$ cat config.mk
export PLATFORM = sky130hd
export DESIGN_NAME = dll_core
export DESIGN_NICKNAME = d
export VERILOG_FILES = /design/src/inc/dll_pkg.sv /design/src/core/rise_detect.sv /design/src/core/dll_core.sv
export SDC_FILE = /design/constraint.sdc
export NUM_CORES = 1
export LEC_CHECK = 0
export BUFFER_PORTS_ARGS = -buffer_cell sky130_fd_sc_hd__buf_2
export CAP_MARGIN = 15
export CORE_MARGIN = 8
export CORE_UTILIZATION = 49
export CTS_BUF_LIST = sky130_fd_sc_hd__clkbuf_4 sky130_fd_sc_hd__clkbuf_8 sky130_fd_sc_hd__clkbuf_16
export CTS_CLUSTER_SIZE = 12
export DETAILED_ROUTE_END_ITERATION = 12
export HOLD_SLACK_MARGIN = 0.12
export PLACE_DENSITY_LB_ADDON = 0.15
export SYNTH_ARGS = -nofsm -noshare
export SYNTH_HDL_FRONTEND = slang
export SYNTH_HIERARCHICAL = 1
export SYNTH_SLANG_ARGS = --single-unit
$ cat constraint.sdc
create_clock -name clk -period 5.76 [get_ports clk]
set_input_delay 0.864 -clock clk [delete_from_list [all_inputs] [get_ports clk]]
set_output_delay 0.864 -clock clk [all_outputs]
set_load 0.02 [all_outputs]
$ cat src/inc/dll_pkg.sv
package dll_pkg;

    // ==============================
    // widths and counts
    localparam int CNT_W = 8;                 // phase and period counter width
    localparam int DIV_W = 5;                 // divided-output divisor width
    localparam int NUM_OUTS = 9;              // clock manager outputs competing for global muxes
    localparam int MAX_GLOBAL_MUX = 4;        // concurrent global mux drivers per die edge
    localparam int LOCK_PERIODS = 4;          // aligned periods needed before lock
    localparam logic [DIV_W-1:0] DIV_MIN = 5'h02;     // smallest legal divisor
    localparam logic [DIV_W-1:0] DIV_DEFAULT = 5'h02; // divisor after reset
    localparam logic [CNT_W-1:0] CNT_MAX = 8'hff;     // counter saturation value

    // ==============================
    // feedback select setting
    typedef enum logic [1:0] {
        FB_NONE,
        FB_1X,
        FB_2X
    } fb_mode_t;

    // ==============================
    // loop state
    typedef enum logic [1:0] {
        ST_MEASURE,
        ST_TRACK,
        ST_LOCKED
    } lock_state_t;

    // ==============================
    // bundle of generated clocks
    typedef struct packed {
        logic phase0;
        logic phase90;
        logic phase180;
        logic phase270;
        logic dbl;
        logic dbl_inv;
        logic divided;
    } clock_outs_t;

endpackage

$ cat src/core/rise_detect.sv
`timescale 1ns/1ns
// ==============================
// rising edge detector for a synchronous input
module rise_detect (
    input wire logic clk,
    input wire logic arst_n,
    input wire logic clk_en,
    input wire logic sig,
    output logic rise
);

    // previous sample of the input
    typedef struct packed {
        logic prev;
    } rise_state_t;

    rise_state_t s_reg;
    rise_state_t s_next;

    // next state and edge pulse
    always_comb begin
        s_next = s_reg;
        s_next.prev = sig;
        rise = sig & ~s_reg.prev;
    end

    // register, frozen while clock enable is low
    always_ff @(posedge clk or negedge arst_n) begin
        if (!arst_n) begin
            s_reg <= '0;
        end else if (clk_en) begin
            s_reg <= s_next;
        end
    end

endmodule

$ cat src/core/dll_core.sv
`timescale 1ns/1ns
module dll_core #(
    parameter int LOCK_COUNT = dll_pkg::LOCK_PERIODS
) (
    input wire logic clk,
    input wire logic arst_n,
    input wire logic clk_en,
    input wire logic ref_clock_in,
    input wire logic ref_net_in,
    input wire logic ref_select_net,
    input wire logic feedback_clock_in,
    input wire logic input_halve_enable,
    input wire dll_pkg::fb_mode_t fb_mode,
    input wire logic [dll_pkg::DIV_W-1:0] div_divisor,
    input wire logic [dll_pkg::NUM_OUTS-1:0] global_mux_req,
    output logic out_phase0,
    output logic out_phase90,
    output logic out_phase180,
    output logic out_phase270,
    output logic out_double,
    output logic out_double_inv,
    output logic out_divided,
    output logic [dll_pkg::NUM_OUTS-1:0] global_mux_grant,
    output logic locked
);

    // ==============================
    // state
    typedef struct packed {
        dll_pkg::lock_state_t st;              // loop state
        logic [dll_pkg::CNT_W-1:0] cnt;        // cycles since reference edge
        logic [dll_pkg::CNT_W-1:0] period;     // measured reference period
        logic [dll_pkg::CNT_W-1:0] tap;        // phase advance applied to outputs
        logic [dll_pkg::CNT_W-1:0] fb_age;     // cycles since feedback edge
        logic [dll_pkg::DIV_W-1:0] div_cnt;    // reference periods within divided cycle
        logic [dll_pkg::CNT_W-1:0] good;       // consecutive aligned periods
        logic half;                            // halved reference level
        dll_pkg::clock_outs_t outs;            // generated clocks
        logic [dll_pkg::NUM_OUTS-1:0] grant;   // global mux grants
        logic locked;                          // lock indicator
    } dll_state_t;

    dll_state_t s_reg;
    dll_state_t s_next;

    logic ref_raw;          // selected reference source
    logic ref_rise_raw;     // edge of the selected source
    logic fb_rise;          // edge of the feedback clock

    // global net goes straight to the reference input, no gating
    assign ref_raw = ref_select_net ? ref_net_in : ref_clock_in;

    // ==============================
    // edge detectors
    rise_detect u_ref_rise (
        .clk(clk),
        .arst_n(arst_n),
        .clk_en(clk_en),
        .sig(ref_raw),
        .rise(ref_rise_raw)
    );

    rise_detect u_fb_rise (
        .clk(clk),
        .arst_n(arst_n),
        .clk_en(clk_en),
        .sig(feedback_clock_in),
        .rise(fb_rise)
    );

    // ==============================
    // loop, waveform and grant logic
    always_comb begin
        logic eff_rise;
        logic aligned;
        logic [dll_pkg::CNT_W:0] sum;
        logic [dll_pkg::CNT_W-1:0] p;
        logic [dll_pkg::CNT_W-1:0] p2;
        logic [dll_pkg::CNT_W-1:0] half_p;
        logic [dll_pkg::CNT_W-1:0] quarter_p;
        logic [dll_pkg::CNT_W-1:0] cnt_inc;
        logic [dll_pkg::DIV_W-1:0] divisor;
        logic [dll_pkg::DIV_W:0] div_pos;
        int granted;
        s_next = s_reg;
        eff_rise = 1'b0;
        aligned = 1'b0;
        sum = '0;
        p = '0;
        p2 = '0;
        div_pos = '0;
        granted = 0;
        half_p = s_reg.period >> 1;
        quarter_p = s_reg.period >> 2;
        cnt_inc = s_reg.cnt + 8'h01;
        divisor = (div_divisor < dll_pkg::DIV_MIN) ? dll_pkg::DIV_MIN : div_divisor;
        // halving toggles on every source edge, giving even high and low
        if (ref_rise_raw) begin
            s_next.half = ~s_reg.half;
        end
        // with halving, only every second source edge starts a period
        eff_rise = ref_rise_raw & (~input_halve_enable | ~s_reg.half);
        // feedback edge age, saturating
        if (fb_rise) begin
            s_next.fb_age = '0;
        end else if (s_reg.fb_age != dll_pkg::CNT_MAX) begin
            s_next.fb_age = s_reg.fb_age + 8'h01;
        end
        // period counter restarts at each reference edge
        if (eff_rise) begin
            s_next.cnt = '0;
            s_next.period = cnt_inc;
        end else if (s_reg.cnt != dll_pkg::CNT_MAX) begin
            s_next.cnt = cnt_inc;
        end
        // loop control, one tap step per reference period
        aligned = fb_rise | (s_reg.fb_age == '0);
        if (eff_rise) begin
            unique case (s_reg.st)
                dll_pkg::ST_MEASURE: begin
                    // wait for two equal periods
                    s_next.tap = '0;
                    s_next.good = '0;
                    if (cnt_inc == s_reg.period) begin
                        s_next.st = dll_pkg::ST_TRACK;
                    end
                end
                dll_pkg::ST_TRACK, dll_pkg::ST_LOCKED: begin
                    if (cnt_inc != s_reg.period) begin
                        // reference changed, start again
                        s_next.st = dll_pkg::ST_MEASURE;
                        s_next.good = '0;
                    end else if (fb_mode == dll_pkg::FB_NONE) begin
                        // no feedback loop, lock on stable period
                        s_next.st = dll_pkg::ST_LOCKED;
                    end else if (aligned) begin
                        // either feedback wiring lands on the reference edge
                        if (s_reg.good >= 8'(LOCK_COUNT - 1)) begin
                            s_next.st = dll_pkg::ST_LOCKED;
                        end else begin
                            s_next.good = s_reg.good + 8'h01;
                        end
                    end else begin
                        // misaligned: drop lock and move one tap
                        s_next.st = dll_pkg::ST_TRACK;
                        s_next.good = '0;
                        if (s_reg.fb_age < half_p) begin
                            // feedback early, delay outputs
                            s_next.tap = (s_reg.tap == '0) ? s_reg.period - 8'h01 : s_reg.tap - 8'h01;
                        end else begin
                            // feedback late, advance outputs
                            s_next.tap = (s_reg.tap >= s_reg.period - 8'h01) ? '0 : s_reg.tap + 8'h01;
                        end
                    end
                end
            endcase
        end
        // lock indicator low until the locked state is reached
        s_next.locked = (s_next.st == dll_pkg::ST_LOCKED);
        // all outputs share one advanced phase, so all align together
        sum = {1'b0, s_reg.cnt} + {1'b0, s_reg.tap};
        if (sum >= {1'b0, s_reg.period}) begin
            sum = sum - {1'b0, s_reg.period};
        end
        p = sum[dll_pkg::CNT_W-1:0];
        // quadrant outputs from the phase position
        s_next.outs.phase0 = (p < half_p);
        s_next.outs.phase90 = (p >= quarter_p) && (p < half_p + quarter_p);
        s_next.outs.phase180 = ~(p < half_p);
        s_next.outs.phase270 = ~((p >= quarter_p) && (p < half_p + quarter_p));
        // doubled outputs fold the period in two
        p2 = (p >= half_p) ? p - half_p : p;
        s_next.outs.dbl = (p2 < quarter_p);
        s_next.outs.dbl_inv = ~(p2 < quarter_p);
        // divided count steps where the output phase wraps, so halves stay whole under any tap
        if (p == s_reg.period - 8'h01) begin
            s_next.div_cnt = (s_reg.div_cnt >= divisor - 5'h01) ? '0 : s_reg.div_cnt + 5'h01;
        end
        // divided output counts half periods for even duty with odd divisors
        div_pos = {s_reg.div_cnt, (p >= half_p)};
        s_next.outs.divided = (div_pos < {1'b0, divisor});
        // grant global mux requests in index order, at most four
        for (int i = 0; i < dll_pkg::NUM_OUTS; i++) begin
            s_next.grant[i] = 1'b0;
            if (global_mux_req[i] && granted < dll_pkg::MAX_GLOBAL_MUX) begin
                s_next.grant[i] = 1'b1;
                granted = granted + 1;
            end
        end
    end

    // register, frozen while clock enable is low
    always_ff @(posedge clk or negedge arst_n) begin
        if (!arst_n) begin
            s_reg <= '0;
        end else if (clk_en) begin
            s_reg <= s_next;
        end
    end

    // ==============================
    // outputs straight from flops, all driven at once
    assign out_phase0 = s_reg.outs.phase0;
    assign out_phase90 = s_reg.outs.phase90;
    assign out_phase180 = s_reg.outs.phase180;
    assign out_phase270 = s_reg.outs.phase270;
    assign out_double = s_reg.outs.dbl;
    assign out_double_inv = s_reg.outs.dbl_inv;
    assign out_divided = s_reg.outs.divided;
    assign global_mux_grant = s_reg.grant;
    assign locked = s_reg.locked;

endmodule

==> flow_summary.json <==
{
  "path_max_fanout": 4,
  "grt_max_degree": 68,
  "reg2reg_setup_slack_ps": 60,
  "postSynthNetCount": 924,
  "antenna_left": 0,
  "rsz0062_at_grt": "yes",
  "netlist_instances": 800,
  "antenna_found_initial": 0,
  "hold_ws_ps": 486,
  "vias_per_cell": 5.86,
  "clock.fmax_mhz": 176,
  "area_delta_synth_final_pct": 19.1,
  "core_area_mm2": 0.0138,
  "layout_common_cells": "ha_1 (89), dfrtp_1 (66), nand2_1 (63)",
  "portBuffers": 40,
  "cts_sinks": 67,
  "die_area_mm2": 0.0181,
  "drive_gt1_share_pct": 20.2,
  "final_common_cell": "ha_1",
  "first_pass_iters": 5,
  "start_util_pct": 49.8,
  "drt_iter0_drc": 343,
  "ys.flop_type": "dfrtp_1",
  "hp-class": "reg2reg",
  "fin_nets": 1007,
  "crit_required_ps": 5980,
  "async_flop_share_pct": 100,
  "drv_cap": 0,
  "place_congestion": 0.917,
  "period_minus_slack_ps": 5700,
  "fill_cells": 1199,
  "r2r_end": "out_double_inv$_DFFE_PN0P_",
  "hpwl_um": 14500,
  "wl_um": 19100,
  "synthDistinctLibCells": 77,
  "cts-root-buf": "clkbuf_16",
  "grt_first_pass_wirelength_um": 30600,
  "slew_headroom_pct": 31.3,
  "finClkSkew_ps": 7.43,
  "postCtsHoldBufs": 0,
  "setup_viol": 0,
  "worst_ep_arrival_time_ps": 5910,
  "fp.dieH_um": 135,
  "min_from": "out_phase270$_DFFE_PN0P_",
  "clk_latency_ps": 330,
  "period_share_pct": 98.9,
  "cts_tree": "done",
  "htree_levels": 3,
  "fp-row-count": 43,
  "hold_depth": 1,
  "diodes": 0,
  "crit_type": "reg2reg",
  "synth_edf_count": 0,
  "ys_warn_count": 6,
  "wl_per_cell_um": 17.8,
  "cts_buffer_depth": 2,
  "grt_use_met3_pct": 3.94,
  "met1_usage_pct": 25.5,
  "grt.total_usage_pct": 20.9,
  "rr_startpoint": "s_reg[39]$_DFFE_PN0P_",
  "endpoint_kind": "register",
  "seq_area_frac_synth_pct": 24.4,
  "synth-seq-cells": 67,
  "cts_buffers": 9,
  "grt_pass1_vias": 6112,
  "hold_viol": 0,
  "drc_errors": 0,
  "finalMaxSlewViolations": 0,
  "hold_end": "out_phase270$_DFFE_PN0P_",
  "avgSynthCellArea_um2": 8.61,
  "tightest_slew_ps": 1020,
  "largest_reg_flops": 48,
  "outcome": "finished, final reports clean",
  "synth_area_mm2": 0.00688,
  "reg2reg_depth": 27,
  "crit_path_start_kind": "register",
  "grt_util_met2_pct": 36.0,
  "gr-total-overflow": 0,
  "cts.clk_slew.worst_paths_ps": 60,
  "ioPinCount": 41,
  "dieWidth_um": 135,
  "vias": 6259,
  "top_usage_layer": "met2"
}
==> synthesized netlist by cell type (13+ instances only) <==
library cell | n | area (um2)
nand2b_1 | 13 | 81.3
xor2_1 | 14 | 123
nor2_1 | 50 | 188
xnor2_1 | 32 | 280
clkbuf_1 | 17 | 63.8
o21ai_0 | 45 | 225
a21o_1 | 25 | 188
ha_1 | 96 | 1200
nor3_1 | 16 | 80.1
a31oi_1 | 14 | 87.6
nand2_1 | 66 | 248
nor2b_1 | 21 | 131
dfrtp_1 | 67 | 1680
inv_1 | 57 | 214
nand3_1 | 28 | 140
o21a_1 | 15 | 113
a21oi_1 | 41 | 205
==> what timing repair did <==
action	in CTS	in global routing
endpoints found under the hold margin	0	0
pin swaps	2	30
setup endpoints to repair	1	2
resized for setup	0	37
buffers inserted	3	16
==> cells by family (layout without fill, tap and decap cells) <==
| kind of cell | count (synthesis) | in the layout | share of synthesized area (%) |
|---|---|---|---|
| muxes | 20 | 20 | 3.27 |
| DFF | 67 | 67 | 24.4 |
| xor gates and xnor gates | 51 | 51 | 7.49 |
| adders and majority gates | 100 | 100 | 18.6 |
| AOI/OAI and AO/OA | 237 | 237 | 23.7 |
| and+or+nand+nor | 238 | 238 | 17.2 |
| buffers and inverters | 87 | 175 | 5.40 |
==> worst max-delay path by stage <==
stage,from,end,cells past startpoint
final,s_reg[39]$_DFFE_PN0P_,out_double_inv$_DFFE_PN0P_,27
after global placement,s_reg[55]$_DFFE_PN0P_,out_double_inv$_DFFE_PN0P_,28
after detailed placement,s_reg[55]$_DFFE_PN0P_,out_double_inv$_DFFE_PN0P_,28
after floorplan,s_reg[39]$_DFFE_PN0P_,out_double_inv$_DFFE_PN0P_,28
after CTS,s_reg[55]$_DFFE_PN0P_,out_double_inv$_DFFE_PN0P_,27
after global routing,s_reg[39]$_DFFE_PN0P_,out_double_inv$_DFFE_PN0P_,27
==> worst max-delay path: stages (launching register included) <==
cell	delay [ps]
dfrtp_1	410
ha_4	180
fa_2	420
a211oi_2	270
o21bai_1	90
a21oi_1	170
xnor2_1	110
ha_1	330
o21a_1	150
o21a_1	180
o31a_1	210
nor3_2	60
or2_4	240
ha_4	170
fa_2	360
nand2b_4	150
a21boi_2	150
o31a_1	140
o211ai_1	100
o211ai_1	200
buf_4	220
buf_4	130
o21a_1	160
ha_4	210
nor2b_1	130
o21ai_1	160
o311ai_2	130
o32a_1	350
==> per-stage QoR <==
stage / worst slack, ps / cell area (um2) / utilization (%) / instances / TNS (ps)
after floorplan: 10.3 / 6910 / - / 800 / 0
after global placement: 148 / 7500 / 54.2 / 1033 / 0
after detailed placement: -18.7 / 7500 / 54.2 / 1033 / -18.7
after CTS: 1.31 / 7890 / 57.1 / 1052 / 0
after global routing: -248 / 8200 / 59.3 / 1068 / -490
final: 64.3 / 8200 / 59.3 / 1068 / 0
==> routing by layer <==
layer | wire [um] | share of wire, % | vias up
li1 | - | - | 3079
met1 | 8430 | 44 | 3013
met2 | 9500 | 50 | 135
met3 | 712 | 3.7 | 32
met4 | 423 | 2.2 | 0
met5 | 0 | 0 | -
==> final cells by class <==
| cell class | count | area (um2) | area share [%] |
|---|---|---|---|
| clock buffer | 10 | 233 | 2.84 |
| timing repair buffer | 102 | 686 | 8.36 |
| sequential | 67 | 1680 | 20.5 |
| tap | 180 | 225 | 2.75 |
| inverter | 57 | 214 | 2.61 |
| multi-input combinational | 646 | 5030 | 61.3 |
| clock inverter | 6 | 138 | 1.68 |
Power is left out: the tool's default activity adds up to more than one toggle a clock period on the data nets, which glitch-free logic cannot reach.
